`config.mk`:
```
export PLATFORM = sky130hd
export DESIGN_NAME = sdbt_top
export DESIGN_NICKNAME = d
export VERILOG_FILES = /design/src/sdbt_prescale.v /design/src/sdbt_half.v /design/src/sdbt_top.v
export VERILOG_INCLUDE_DIRS = /design/src
export SDC_FILE = /design/constraint.sdc
export NUM_CORES = 1
export LEC_CHECK = 0
export ABC_CLOCK_PERIOD_IN_PS = 6700
export BUFFER_PORTS_ARGS = -buffer_cell sky130_fd_sc_hd__buf_2
export CORE_MARGIN = 8
export CORE_UTILIZATION = 30
export CTS_CLUSTER_DIAMETER = 50
export DETAILED_ROUTE_END_ITERATION = 10
export HOLD_SLACK_MARGIN = 0.12
export MAX_ROUTING_LAYER = met4
export PLACE_DENSITY = 0.53
export SLEW_MARGIN = 10
export SYNTH_ARGS = -nofsm -noshare
export SYNTH_HDL_FRONTEND = slang
export SYNTH_SLANG_ARGS = --single-unit
```
`constraint.sdc`:
```
create_clock -name CLK_I -period 6.7 [get_ports CLK_I]
set_input_delay 0 -clock CLK_I [delete_from_list [all_inputs] [get_ports CLK_I]]
set_output_delay 0 -clock CLK_I [all_outputs]
set_load 0.1 [all_outputs]
```
`src/sdbt_defines.vh`:
```
// Constants for the split dual byte timer register block.
// Assumes a single 250 MHz clock and an APB register bus with 32-bit data.
//
// Overview of operation
// - While stopped, each force bit sets or clears its waveform output directly.
// - Byte mode 00 is the ordinary counter; code 11 is reserved for software.
// - Byte mode 01 forces the upper counter byte to zero every count clock.
// - Byte mode 10 splits into independent low and high eight-bit counters.
// - Bits 3:2 give the high underflow request level, raised while its flag is set.
// - Bits 1:0 give the low underflow request level, raised while its flag is set.
// - Four two-bit fields give compare A to D request levels while flags set.
// - Command field reads zero; 00 none, 01 reserved, 10 restarts targeted halves.
// - Command 11 hard resets targeted halves, ignored unless the counter is stopped.
// - Target 01 low, 10 high, 11 both, 00 none; written with the command.
// - Low compare flag sets when the low count equals that channel's compare value.
// - High underflow flag sets, in split mode only, when the high counter reaches bottom.
// - Low underflow flag sets when the low counter reaches bottom.
// - Flags clear on vector acknowledge or on writing one; zero leaves them.
// - A count register write beats counting, clearing and reloading in that cycle.
// - Low and high period registers hold eight-bit periods at indices 0x27 and 0x26.
// - Four compare registers per half are compared continuously and drive waveforms.
// - In split mode each half counts down per count clock, reloading from period after bottom.
// - Restart clears counter and compare outputs of targeted halves.
// - Low match sets its flag on a count clock with an event; high has none.
// - Clock select 0000 stops; 0001 to 0111 prescaled; 1nnn event channel n.
`ifndef SDBT_DEFINES_VH
`define SDBT_DEFINES_VH

// ==================================================================
// Register indices, byte address is four times the index
`define SDBT_IDX_CLKSRC   6'h00
`define SDBT_IDX_FORCE    6'h02
`define SDBT_IDX_UPPER_ZEROED_SETTING 6'h04
`define SDBT_IDX_UNFLVL   6'h06
`define SDBT_IDX_CMPLVL   6'h07
`define SDBT_IDX_CMD      6'h08
`define SDBT_IDX_FLAGS    6'h0C
`define SDBT_IDX_LOW_COUNTER     6'h20
`define SDBT_IDX_HIGH_COUNTER     6'h21
`define SDBT_IDX_HIGH_PERIOD     6'h26
`define SDBT_IDX_LOW_PERIOD     6'h27
`define SDBT_IDX_CMP_BASE 6'h28
`define SDBT_IDX_CMP_LAST 6'h2F

// ==================================================================
// Field codes and reset values
`define SDBT_MODE_NORMAL  2'h0
`define SDBT_MODE_UPPER0  2'h1
`define SDBT_MODE_SPLIT   2'h2
`define SDBT_CMD_RESTART  2'h2
`define SDBT_CMD_HARDRST  2'h3
`define SDBT_CLK_OFF      4'h0
`define SDBT_ZERO8        8'h00
`define SDBT_ZERO32       32'h00000000
`define SDBT_FLAG_MASK    8'hF3

`endif

```
`src/sdbt_prescale.v`:
```
// Count clock source: a prescaler divider and event channel selection.
// Assumes event inputs are one-cycle pulses synchronous to the clock.
`timescale 1ns/1ps
`default_nettype none
`include "sdbt_defines.vh"

module sdbt_prescale
(
  input  wire       clk_i,
  input  wire       rst_i,
  input  wire [3:0] sel_i,
  input  wire [7:0] event_i,
  output reg        tick_o
);

  reg  [9:0] div_q;
  reg        tick_d;

  // ==================================================================
  // Divider
  always @(posedge clk_i)
  begin
    if (rst_i)
      div_q <= 10'h000;
    else
      div_q <= div_q + 10'h001;
  end

  // ==================================================================
  // Selection, one enable pulse per count clock
  always @*
  begin
    tick_d = 1'b0;
    if (sel_i[3])
      tick_d = event_i[sel_i[2:0]];
    else
      case (sel_i[2:0])
        3'h1:    tick_d = 1'b1;
        3'h2:    tick_d = &div_q[0:0];
        3'h3:    tick_d = &div_q[1:0];
        3'h4:    tick_d = &div_q[2:0];
        3'h5:    tick_d = &div_q[5:0];
        3'h6:    tick_d = &div_q[7:0];
        3'h7:    tick_d = &div_q[9:0];
        default: tick_d = 1'b0;
      endcase
  end

  always @(posedge clk_i)
  begin
    if (rst_i)
      tick_o <= 1'b0;
    else
      tick_o <= tick_d;
  end

endmodule // sdbt_prescale

`default_nettype wire

```
`src/sdbt_half.v`:
```
// One eight-bit counter half with four comparators and waveform outputs.
// Assumes the parent decides when to decrement, reload, clear or force.
`timescale 1ns/1ps
`default_nettype none
`include "sdbt_defines.vh"

module sdbt_half
(
  input  wire        clk_i,
  input  wire        rst_i,
  input  wire        wr_i,
  input  wire [7:0]  wr_data_i,
  input  wire        tick_i,
  input  wire        dec_i,
  input  wire        reload_i,
  input  wire        bottom_i,
  input  wire [7:0]  period_i,
  input  wire        clr_i,
  input  wire        wg_clr_i,
  input  wire        force_en_i,
  input  wire [3:0]  force_i,
  input  wire [31:0] cmp_i,
  output reg  [7:0]  cnt_o,
  output wire [3:0]  match_o,
  output reg  [3:0]  wg_o
);

  // ==================================================================
  // Counter; a bus write wins over every other action.
  always @(posedge clk_i)
  begin
    if (rst_i)
      cnt_o <= `SDBT_ZERO8;
    else if (wr_i)
      cnt_o <= wr_data_i;
    else if (clr_i)
      cnt_o <= `SDBT_ZERO8;
    else if (reload_i)
      cnt_o <= period_i;
    else if (dec_i)
      cnt_o <= cnt_o - 8'h01;
  end

  // ==================================================================
  // Comparators and single-slope waveforms: set on match, clear at bottom.
  genvar g;
  generate
    for (g = 0; g < 4; g = g + 1)
    begin : g_ch
      assign match_o[g] = (cnt_o == cmp_i[8*g+7:8*g]);
      always @(posedge clk_i)
      begin
        if (rst_i)
          wg_o[g] <= 1'b0;
        else if (force_en_i)
          wg_o[g] <= force_i[g];
        else if (wg_clr_i)
          wg_o[g] <= 1'b0;
        else if (tick_i && match_o[g])
          wg_o[g] <= 1'b1;
        else if (tick_i && bottom_i)
          wg_o[g] <= 1'b0;
      end
    end
  endgenerate

endmodule // sdbt_half

`default_nettype wire

```
`src/sdbt_top.v`:
```
// Split dual byte timer: APB registers, mode control, flags and requests.
// Assumes an APB master on the same clock and an external interrupt controller
// that pulses one acknowledge per source when the vector is executed.
`timescale 1ns/1ps
`default_nettype none
`include "sdbt_defines.vh"

module sdbt_top
(
  input  wire        CLK_I,
  input  wire        RESET_I,
  input  wire        PSEL_I,
  input  wire        PENABLE_I,
  input  wire        PWRITE_I,
  input  wire [7:0]  PADDR_I,
  input  wire [31:0] PWDATA_I,
  output reg  [31:0] PRDATA_O,
  output reg         PREADY_O,
  output reg         PSLVERR_O,
  input  wire [7:0]  EVENT_CH_I,
  input  wire [5:0]  IRQ_ACK_I,
  output reg  [11:0] IRQ_LEVEL_O,
  output reg  [5:0]  EVENT_O,
  output wire [7:0]  WAVEFORM_O
);

  // ==================================================================
  // Registers
  reg  [3:0]  count_clock_source_q;
  reg  [7:0]  wg_output_force_q;
  reg  [1:0]  half_split_select_q;
  reg  [3:0]  underflow_irq_level_q;
  reg  [7:0]  compare_irq_level_q;
  reg  [1:0]  command_target_q;
  reg  [7:0]  irq_flag_bits_q;
  reg  [7:0]  irq_flag_bits_d;
  reg  [7:0]  low_period_q;
  reg  [7:0]  high_period_q;
  reg  [31:0] low_compare_q;
  reg  [31:0] high_compare_q;
  reg  [31:0] rdata_d;
  reg         err_d;
  reg  [11:0] level_d;

  wire [5:0]  idx = PADDR_I[7:2];
  wire        setup = PSEL_I && !PENABLE_I;
  wire        wr = PSEL_I && PENABLE_I && PWRITE_I && PREADY_O;
  wire [7:0]  wd = PWDATA_I[7:0];
  wire        in_cmp = (idx >= `SDBT_IDX_CMP_BASE) && (idx <= `SDBT_IDX_CMP_LAST);
  wire [1:0]  cmp_ch = idx[2:1];
  wire        cmp_hi = idx[0];

  wire        tick;
  wire [7:0]  low_counter;
  wire [7:0]  high_counter;
  wire [3:0]  low_match;

  // ==================================================================
  // Mode and command decode
  wire stopped = (count_clock_source_q == `SDBT_CLK_OFF);
  wire split = (half_split_select_q == `SDBT_MODE_SPLIT);
  // Reserved code 11 behaves as normal mode so a stray write stays harmless.
  wire upper0 = (half_split_select_q == `SDBT_MODE_UPPER0);
  wire cmd_wr = wr && (idx == `SDBT_IDX_CMD);
  wire restart_cmd = cmd_wr && (wd[3:2] == `SDBT_CMD_RESTART);
  wire hardrst_cmd = cmd_wr && (wd[3:2] == `SDBT_CMD_HARDRST) && stopped;
  wire tgt_low = wd[0];
  wire tgt_high = wd[1];
  wire low_restart = restart_cmd && tgt_low;
  wire high_restart = restart_cmd && tgt_high;
  wire low_hardrst = hardrst_cmd && tgt_low;
  wire high_hardrst = hardrst_cmd && tgt_high;

  // ==================================================================
  // Counting; in normal mode the low half borrows from the high half.
  wire low_zero = (low_counter == `SDBT_ZERO8);
  wire high_zero = (high_counter == `SDBT_ZERO8);
  wire low_bottom = split ? low_zero : (low_zero && high_zero);
  wire high_bottom = split ? high_zero : low_bottom;
  wire low_dec = tick && !low_bottom;
  wire low_reload = tick && low_bottom;
  wire high_dec = tick && !upper0 && (split ? !high_zero : (low_zero && !high_zero));
  wire high_reload = tick && !upper0 && high_bottom;
  wire high_clr = (tick && upper0) || high_restart || high_hardrst;

  wire lunf_set = tick && low_bottom;
  wire hunf_set = tick && split && high_zero;
  wire [3:0] cmp_set = {4{tick}} & low_match;

  sdbt_prescale u_prescale
  (
    .clk_i   (CLK_I),
    .rst_i   (RESET_I),
    .sel_i   (count_clock_source_q),
    .event_i (EVENT_CH_I),
    .tick_o  (tick)
  );

  sdbt_half u_low
  (
    .clk_i      (CLK_I),
    .rst_i      (RESET_I),
    .wr_i       (wr && (idx == `SDBT_IDX_LOW_COUNTER)),
    .wr_data_i  (wd),
    .tick_i     (tick),
    .dec_i      (low_dec),
    .reload_i   (low_reload),
    .bottom_i   (low_bottom),
    .period_i   (low_period_q),
    .clr_i      (low_restart || low_hardrst),
    .wg_clr_i   (low_restart || low_hardrst),
    .force_en_i (stopped),
    .force_i    (wg_output_force_q[3:0]),
    .cmp_i      (low_compare_q),
    .cnt_o      (low_counter),
    .match_o    (low_match),
    .wg_o       (WAVEFORM_O[3:0])
  );

  sdbt_half u_high
  (
    .clk_i      (CLK_I),
    .rst_i      (RESET_I),
    .wr_i       (wr && (idx == `SDBT_IDX_HIGH_COUNTER)),
    .wr_data_i  (wd),
    .tick_i     (tick),
    .dec_i      (high_dec),
    .reload_i   (high_reload),
    .bottom_i   (high_bottom),
    .period_i   (high_period_q),
    .clr_i      (high_clr),
    .wg_clr_i   (high_restart || high_hardrst),
    .force_en_i (stopped),
    .force_i    (wg_output_force_q[7:4]),
    .cmp_i      (high_compare_q),
    .cnt_o      (high_counter),
    .match_o    (),
    .wg_o       (WAVEFORM_O[7:4])
  );

  // ==================================================================
  // Control registers
  always @(posedge CLK_I)
  begin
    if (RESET_I)
    begin
      count_clock_source_q  <= `SDBT_CLK_OFF;
      wg_output_force_q     <= `SDBT_ZERO8;
      half_split_select_q   <= `SDBT_MODE_NORMAL;
      underflow_irq_level_q <= 4'h0;
      compare_irq_level_q   <= `SDBT_ZERO8;
      command_target_q      <= 2'h0;
      low_period_q          <= `SDBT_ZERO8;
      high_period_q         <= `SDBT_ZERO8;
      low_compare_q         <= `SDBT_ZERO32;
      high_compare_q        <= `SDBT_ZERO32;
    end
    else
    begin
      if (wr && (idx == `SDBT_IDX_CLKSRC))
        count_clock_source_q <= wd[3:0];
      if (wr && (idx == `SDBT_IDX_FORCE))
        wg_output_force_q <= wd;
      if (wr && (idx == `SDBT_IDX_UPPER_ZEROED_SETTING))
        half_split_select_q <= wd[1:0];
      if (wr && (idx == `SDBT_IDX_UNFLVL))
        underflow_irq_level_q <= wd[3:0];
      if (wr && (idx == `SDBT_IDX_CMPLVL))
        compare_irq_level_q <= wd;
      if (cmd_wr)
        command_target_q <= wd[1:0];
      if (wr && (idx == `SDBT_IDX_LOW_PERIOD))
        low_period_q <= wd;
      if (wr && (idx == `SDBT_IDX_HIGH_PERIOD))
        high_period_q <= wd;
      if (wr && in_cmp && !cmp_hi)
        low_compare_q[8*cmp_ch +: 8] <= wd;
      if (wr && in_cmp && cmp_hi)
        high_compare_q[8*cmp_ch +: 8] <= wd;
      // Hard reset returns the targeted half's own registers to initial values.
      if (low_hardrst)
      begin
        low_period_q <= `SDBT_ZERO8;
        low_compare_q <= `SDBT_ZERO32;
        wg_output_force_q[3:0] <= 4'h0;
      end
      if (high_hardrst)
      begin
        high_period_q <= `SDBT_ZERO8;
        high_compare_q <= `SDBT_ZERO32;
        wg_output_force_q[7:4] <= 4'h0;
      end
    end
  end

  // ==================================================================
  // Flags: hardware set wins over a clear in the same cycle.
  always @*
  begin
    irq_flag_bits_d = irq_flag_bits_q;
    if (wr && (idx == `SDBT_IDX_FLAGS))
      irq_flag_bits_d = irq_flag_bits_d & ~(wd & `SDBT_FLAG_MASK);
    irq_flag_bits_d[0] = irq_flag_bits_d[0] & ~IRQ_ACK_I[0];
    irq_flag_bits_d[1] = irq_flag_bits_d[1] & ~IRQ_ACK_I[1];
    irq_flag_bits_d[7:4] = irq_flag_bits_d[7:4] & ~IRQ_ACK_I[5:2];
    if (low_hardrst)
      irq_flag_bits_d = irq_flag_bits_d & 8'h0E;
    if (high_hardrst)
      irq_flag_bits_d = irq_flag_bits_d & 8'hFD;
    irq_flag_bits_d[0] = irq_flag_bits_d[0] | lunf_set;
    irq_flag_bits_d[1] = irq_flag_bits_d[1] | hunf_set;
    irq_flag_bits_d[7:4] = irq_flag_bits_d[7:4] | cmp_set;
  end

  // ==================================================================
  // Requests carry their level; a zero level masks the source.
  always @*
  begin
    level_d = 12'h000;
    if (irq_flag_bits_q[0])
      level_d[1:0] = underflow_irq_level_q[1:0];
    if (irq_flag_bits_q[1])
      level_d[3:2] = underflow_irq_level_q[3:2];
    if (irq_flag_bits_q[4])
      level_d[5:4] = compare_irq_level_q[1:0];
    if (irq_flag_bits_q[5])
      level_d[7:6] = compare_irq_level_q[3:2];
    if (irq_flag_bits_q[6])
      level_d[9:8] = compare_irq_level_q[5:4];
    if (irq_flag_bits_q[7])
      level_d[11:10] = compare_irq_level_q[7:6];
  end

  always @(posedge CLK_I)
  begin
    if (RESET_I)
    begin
      irq_flag_bits_q <= `SDBT_ZERO8;
      IRQ_LEVEL_O     <= 12'h000;
      EVENT_O         <= 6'h00;
    end
    else
    begin
      irq_flag_bits_q <= irq_flag_bits_d;
      IRQ_LEVEL_O     <= level_d;
      EVENT_O         <= {cmp_set, hunf_set, lunf_set};
    end
  end

  // ==================================================================
  // APB read decode, registered in the setup phase for zero wait states.
  always @*
  begin
    rdata_d = `SDBT_ZERO32;
    err_d = 1'b0;
    if (idx == `SDBT_IDX_CLKSRC)
      rdata_d[3:0] = count_clock_source_q;
    else if (idx == `SDBT_IDX_FORCE)
      rdata_d[7:0] = wg_output_force_q;
    else if (idx == `SDBT_IDX_UPPER_ZEROED_SETTING)
      rdata_d[1:0] = half_split_select_q;
    else if (idx == `SDBT_IDX_UNFLVL)
      rdata_d[3:0] = underflow_irq_level_q;
    else if (idx == `SDBT_IDX_CMPLVL)
      rdata_d[7:0] = compare_irq_level_q;
    else if (idx == `SDBT_IDX_CMD)
      rdata_d[1:0] = command_target_q;
    else if (idx == `SDBT_IDX_FLAGS)
      rdata_d[7:0] = irq_flag_bits_q;
    else if (idx == `SDBT_IDX_LOW_COUNTER)
      rdata_d[7:0] = low_counter;
    else if (idx == `SDBT_IDX_HIGH_COUNTER)
      rdata_d[7:0] = high_counter;
    else if (idx == `SDBT_IDX_LOW_PERIOD)
      rdata_d[7:0] = low_period_q;
    else if (idx == `SDBT_IDX_HIGH_PERIOD)
      rdata_d[7:0] = high_period_q;
    else if (in_cmp && !cmp_hi)
      rdata_d[7:0] = low_compare_q[8*cmp_ch +: 8];
    else if (in_cmp && cmp_hi)
      rdata_d[7:0] = high_compare_q[8*cmp_ch +: 8];
    else
      err_d = 1'b1;
  end

  always @(posedge CLK_I)
  begin
    if (RESET_I)
    begin
      PRDATA_O  <= `SDBT_ZERO32;
      PREADY_O  <= 1'b0;
      PSLVERR_O <= 1'b0;
    end
    else
    begin
      PREADY_O  <= setup;
      PSLVERR_O <= setup && err_d;
      if (setup && !PWRITE_I)
        PRDATA_O <= rdata_d;
    end
  end

endmodule // sdbt_top

`default_nettype wire

```
* Yosys cells after proc, flatten, opt, wreduce, memory -nomap -nowiden
Cells that the tools add are included.
Storage, ports and cells: input bits 59, word-level logic and storage cells 260, memories 0, latch bits 0, register bits after elaboration 179, output and inout port bits 60, ROM bits 0, bits in writable memories 0
Cells by class: $lt $le $gt $ge 3, add/sub/neg operators 4, reductions and logical operators 86, eq/ne operators 29, shifts and indexed selects 4, divide/modulo/power cells 0, muxes and demuxes 82, multiply operators 0, bitwise gates (word level) 18
Operator list (count):
- $mux W8 | 25
- $bwmux W32 | 2
- $eq A8 B8 Y1 | 8
- $shiftx A32 B6 Y8 | 2
- $logic_and A1 B1 Y1 | 49
- $mux W1 | 44
- $reduce_bool A4 Y1 | 10
- $neg A5 Y34 | 1
- $shift A8 B34 Y32 const A | 1
- $shiftx A8 B34 Y32 | 1
- $eq A6 B6 Y1 const B | 4
- $eq A6 B3 Y1 const B | 3
- $logic_not A8 Y1 | 2
- $mux W4 | 4
- $reduce_or A2 Y1 | 8
- $sub A8 B1 Y8 const B | 2
- $eq A3 B3 Y1 const B | 4
- $eq A6 B4 Y1 const B | 2
- $mux W6 | 2
- $add A10 B1 Y10 const B | 1
- $reduce_and A10 Y1 | 1
- $and A4 B4 Y4 | 2
- $and A8 B8 Y8 | 1
- $not A1 Y1 | 8
- 24 further kinds | 39

* Logic depth before layout (Yosys ltp)
depth in word-level cells 22, mapped depth 11, gate-level depth less buffers 7

* Modules after synthesis
Synthesis repeated with hierarchy kept, for this count alone.
Second synthesis, totals: cell total of the unflattened synthesis 1163, area total of the unflattened synthesis 10156.0 µm²
Modules (own cells, without submodules):
- sdbt_top | times used 1, area each 7144.4 µm², cells an instance 803
- sdbt_half | times used 2, area each 1223.7 µm², cells an instance 150
- sdbt_prescale | times used 1, area each 564.3 µm², cells an instance 60

* Least setup slack after synthesis
No wires, ideal clock.
path type reg-to-reg, from register PREADY_O, to register u_low.cnt_o[3], period minus slack after synthesis 2.646 ns, data required time 6.609 ns, path slack 4.054 ns, cell stages (with the launch flop) 6, arrival time 2.555 ns, buffers on the path 0, cells stage by stage dfxtp_1 > nand4_1 > nor3_1 > nand2_1 > mux2_4 > a311oi_1
Between the ends: word-level cells in the longest chain between the ends 8, elaborated cells on any way between the ends 12
Ends and longest elaborated chain:
- from (decl) | line sdbt_top.v:18 | output reg PREADY_O,
- from (signal assigned) | line sdbt_top.v:296 | PREADY_O <= setup;
- $logic_and A1 B1 Y1 * | line sdbt_top.v:47 | wire wr = PSEL_I && PENABLE_I && PWRITE_I && PREADY_O;
- $logic_and A1 B1 Y1 | line sdbt_top.v:64 | wire cmd_wr = wr && (idx == `SDBT_IDX_CMD);
- $logic_and A1 B1 Y1 (2 in a row) | line sdbt_top.v:66 | wire hardrst_cmd = cmd_wr && (wd[3:2] == `SDBT_CMD_HARDRST) && stopped;
- $logic_and A1 B1 Y1 | line sdbt_top.v:71 | wire low_hardrst = hardrst_cmd && tgt_low;
- $logic_or A1 B1 Y1 | line sdbt_top.v:110 | .clr_i (low_restart || low_hardrst),
- $mux W8 | line sdbt_half.v:36 | else if (clr_i)
- $mux W8 | line sdbt_half.v:34 | else if (wr_i)
- to (signal assigned) | line sdbt_half.v:33 | cnt_o <= `SDBT_ZERO8;
- to (signal assigned) | line sdbt_half.v:35 | cnt_o <= wr_data_i;
- to (signal assigned) | line sdbt_half.v:37 | cnt_o <= `SDBT_ZERO8;
- to (decl) | line sdbt_half.v:23 | output reg [7:0] cnt_o,
Mark *: on every way between the ends. The rest lies on a longest branch, timed or not. A chain may end at the register's enable or synchronous reset.

* Worst setup path after layout
from register u_high.cnt_o[0], to register u_low.wg_o[1]
Between the ends: word-level cells in the longest chain between the ends 5
Ends and longest elaborated chain:
- from (decl) | line sdbt_half.v:23
- from (signal assigned) | line sdbt_half.v:33
- from (signal assigned) | line sdbt_half.v:35
- from (signal assigned) | line sdbt_half.v:37
- $logic_not A8 Y1 (no source line)
- $logic_and A1 B1 Y1 | line sdbt_top.v:78 | wire low_bottom = split ? low_zero : (low_zero && high_zero);
- $mux W1 | line sdbt_top.v:78
- $logic_and A1 B1 Y1 | line sdbt_half.v:61 | else if (tick_i && bottom_i)
- $reduce_bool A4 Y1 (no source line)
- to (signal, indexed assignment) | line sdbt_half.v:56 | wg_o[g] <= force_i[g];
- to (decl) | line sdbt_half.v:25 | output reg [3:0] wg_o
No other way between the ends.

==> impl_metrics.csv <==
group,metric,value,unit
placement,port_buffers,68,
critical_path,path_cells,"inv_1, ha_1, or3b_2, o21ai_1, nand3_1, a21bo_2, a22o_1",
clocking,htree_levels,4,
critical_path,arrival,3.39,ns
global_route,track_usage,18.4,%
pwr,max-vdd-ir-drop,0.178,mV
final_layout,drive_gt1_share,12.6,%
final_layout,final_cell_mix,"dfxtp_1 (177), nand2_1 (154), nor2_1 (109), a21oi_1 (95), nand3_1 (88)",
timing,final_hold_viol_count,0,
synth,synth_cells,1207,
clocking,cts_made_buffers,17,
timing,slew_viol_final,0,
die,start_util,30.5,%
timing,finalCriticalPeriod,3.06,ns
clocking,cts_buffer_depth,2,
critical_path,reg2reg_depth,7,
pwr,switchingPower,638,uW
critical_path,crit_required,7.03,ns
synth,synth_edf_count,0,
critical_path,regToRegSetupSlack,3.64,ns
timing,tns,0,ns
status,status,"finished clean",
die,coreArea,0.0326,sq mm
synth,synth_area,0.00994,sq mm
route,wirelength,35500,um
synth,ys_ff_latch,177,
route,route.detailed.drc,0,
route,drt-pass1-iter-count,5,
critical_path,crit_cells,7,
route,vias_per_cell,5.40,
die,dieArea,0.0392,sq mm
global_route,grt_antenna_before_repair,2,
global_route,grt_pass1_wl,53400,um
job,max_cap_viol_count,0,
synth,synthArstFlopShare,0,%
final_layout,area_delta_synth_final,11.9,%
synth,seq_area_frac_synth,35.6,%
critical_path,endpoint_kind,"flip-flop",
die,die-width,198,um
critical_path,cp_top_family,"compound AO/OA/AOI/OAI gates",
pwr,clkPwrFrac,42.9,%
critical_path,r2r_start,"u_high.cnt_o[0]$_SDFFE_PP0P_",
timing,skew,0.0105,ns
die,die_h,198,um
final_layout,nets,1292,
clocking,cts_resized,0,
timing,relSlewSlack,17.4,%
global_route,grt_start_max_net_pins,78,
pwr,p_seq_share,47.3,%
placement,dpl_worst_slack,3.44,ns
placement,dp_hpwl,25200,um
critical_path,cp_num_buf_inv,1,
pwr,internal_power,1.60,mW
clocking,cts.sinks,177,
route,final_antenna_net_count,0,
critical_path,path_max_fanout,10,
clocking,worstSkewPairLatency,0.44,ns
synth,avgSynthCellArea,8.24,sq um
final_layout,mostFrequentLayoutCell,"dfxtp_1",
clocking,tritoncts,"yes",
final_layout,n_fill_cell,3443,
die,rows,66,
route,post_drt_wl_per_cell,21.1,um
global_route,grt_pass1_vias,8392,
route,vias,9065,
timing,rsz0062_at_grt,"false",
timing,setup_ws,3.64,ns
critical_path,startpoint,"u_high.cnt_o[0]$_SDFFE_PP0P_",
critical_path,path_class,"flip-flop to flip-flop",
pwr,powerDensity,201,mW/mm^2
pwr,sw_frac_of_total,28.5,%
global_route,gr-total-overflow,0,
critical_path,worst_r2r_endpoint,"u_low.wg_o[1]$_SDFFE_PP0P_",
critical_path,slowest_stage,"o21ai_1",
timing,fin_crit_sh,45.6,%
timing,fmax,327,MHz
timing,setup_viol,0,
placement,routabilityCongestion,0.929,
route,drt_iter0_drc,903,
clocking,cts.clk_slew.worst_paths,0.07,ns
critical_path,worstSetupStartpointType,"flip-flop",
synth,synth.distinct_cells,83,
pwr,p_leak,4.13,nW
pwr,power_frac_comb,9.8,%
synth,synth_flop_cell,"dfxtp_1",
worst_hold_path,worstHoldPathType,"primary input to flip-flop",
critical_path,critPathMaxStageDelay,0.53,ns
clocking,clock-root-buffer,"clkbuf_16",
die,pin_count,119,
synth,yosysWarningCount,0,
timing,tightest_slew,1.23,ns
critical_path,critPathCapture,"u_low.wg_o[1]$_SDFFE_PP0P_",
power by group through the flow:
stage | registers (mW) | clock network (mW) | logic, mW
finish | 1.06 | 0.961 | 0.219
global route | 1.06 | 1.03 | 0.229
CTS | 1.06 | 0.980 | 0.216
detailed placement | 1.08 | 0 | 0.209
global placement | 1.08 | 0 | 0.209
floorplan | 1.09 | 0 | 0.155
worst min-delay path, delay by kind of cell:
family | cells | cell delay (ns)
buffers and inverters | 1 | 0.12
AND/OR/NAND/NOR | 2 | 0.40
worst min-delay path by stage:
stage                            from  cells after the start                      endpoint  slack, ns
after floorplan             PENABLE_I                      1           PREADY_O$_SDFF_PP0_       0.08
after global placement      PENABLE_I                      2           PREADY_O$_SDFF_PP0_       0.27
after detailed placement    PENABLE_I                      2           PREADY_O$_SDFF_PP0_       0.28
after CTS                 PWDATA_I[3]                      3  low_period_q[3]$_SDFFE_PP0P_       0.13
after global routing           PSEL_I                      3          PSLVERR_O$_SDFF_PP0_       0.14
final                          PSEL_I                      3          PSLVERR_O$_SDFF_PP0_       0.14
state kept, by name, summed over array words and instances (netlist names), 4 cells and up:
signal                 count
EVENT_O                    6
IRQ_LEVEL_O               12
PRDATA_O                   8
compare_irq_level_q        8
count_clock_source_q       4
high_compare_q            32
high_period_q              8
irq_flag_bits_q            6
low_compare_q             32
low_period_q               8
u_high.cnt_o               8
u_high.wg_o                4
u_low.cnt_o                8
u_low.wg_o                 4
u_prescale.div_q          10
underflow_irq_level_q      4
wg_output_force_q          8
layout make-up:
cell class | count | area [sq um] | area share [%]
multi-input combinational | 919 | 5840 | 52.5
sequential | 177 | 3540 | 31.9
timing repair buffer | 95 | 581 | 5.22
tap | 442 | 553 | 4.97
clock buffer | 19 | 453 | 4.07
clock inverter | 12 | 98.8 | 0.889
inverter | 13 | 48.8 | 0.439
antenna | 2 | 5.00 | 0.0450
stage by stage:
step                std cells  instance area [sq um]  utilization, %  power [mW]  hold slack, ns
finish                   1679                  11100            34.1        2.24           0.144
global route             1679                  11100            34.1        2.31           0.138
CTS                      1677                  11100            34.1        2.25           0.131
detailed placement       1631                  10400            31.9        1.29           0.275
global placement         1631                  10400            31.9        1.29           0.266
floorplan                1230                  10000               -        1.25          0.0847
routing by layer:
layer  track usage (%)  wire length (um)  vias to the layer above
li1                  -                 -                     4286
met1              23.8             16000                     4379
met2              28.7             16500                      345
met3              3.40              2160                       55
met4              5.81               893                        0
met5                 -                 0                        -
cells in the mapped netlist (4+ instances only):
master	n	area, sq um
nor3_1	31	155
inv_1	12	45.0
nand4b_1	4	35.0
mux2i_1	40	400
nor3b_1	13	97.6
and3_1	7	43.8
or3b_2	5	43.8
clkbuf_1	67	251
nand4_1	18	113
o211ai_1	5	37.5
buf_1	7	26.3
mux4_2	13	293
a221oi_1	5	43.8
mux2_2	8	90.1
dfxtp_1	177	3540
buf_2	14	70.1
a311oi_1	7	61.3
and3b_1	10	87.6
nand3_1	88	440
and2_1	9	56.3
or3_1	4	25.0
o22ai_1	6	37.5
o21ai_0	24	120
xor2_1	33	289
nor2_1	109	409
xnor2_1	46	403
a32oi_1	6	52.6
and4_1	4	35.0
a22o_1	4	35.0
nand2_1	154	578
ha_1	10	125
a211oi_1	22	165
o21bai_1	5	37.5
nor4_1	13	81.3
buf_4	28	210
nor2b_1	11	68.8
nand2b_1	8	50.1
o31ai_1	7	52.6
a2111oi_0	6	52.6
a21oi_1	95	475
cells by family (layout without fill, tap and decap cells):
group | count (synthesis) | in the layout | share of synthesized area, %
xor+xnor | 79 | 79 | 6.96
mux | 64 | 64 | 8.56
buf+inv | 134 | 139 | 6.54
simple gates | 504 | 504 | 24.9
fa+ha+maj | 10 | 10 | 1.26
other cells | 1 | 26 | 0.0377
compound gates | 238 | 238 | 16.1
flops | 177 | 177 | 35.6
timing repair:
action	in CTS	in global routing
buffers inserted	0	0
hold endpoints to repair	64	0
hold buffers	15	0
(Power assumes the default switching activity.)
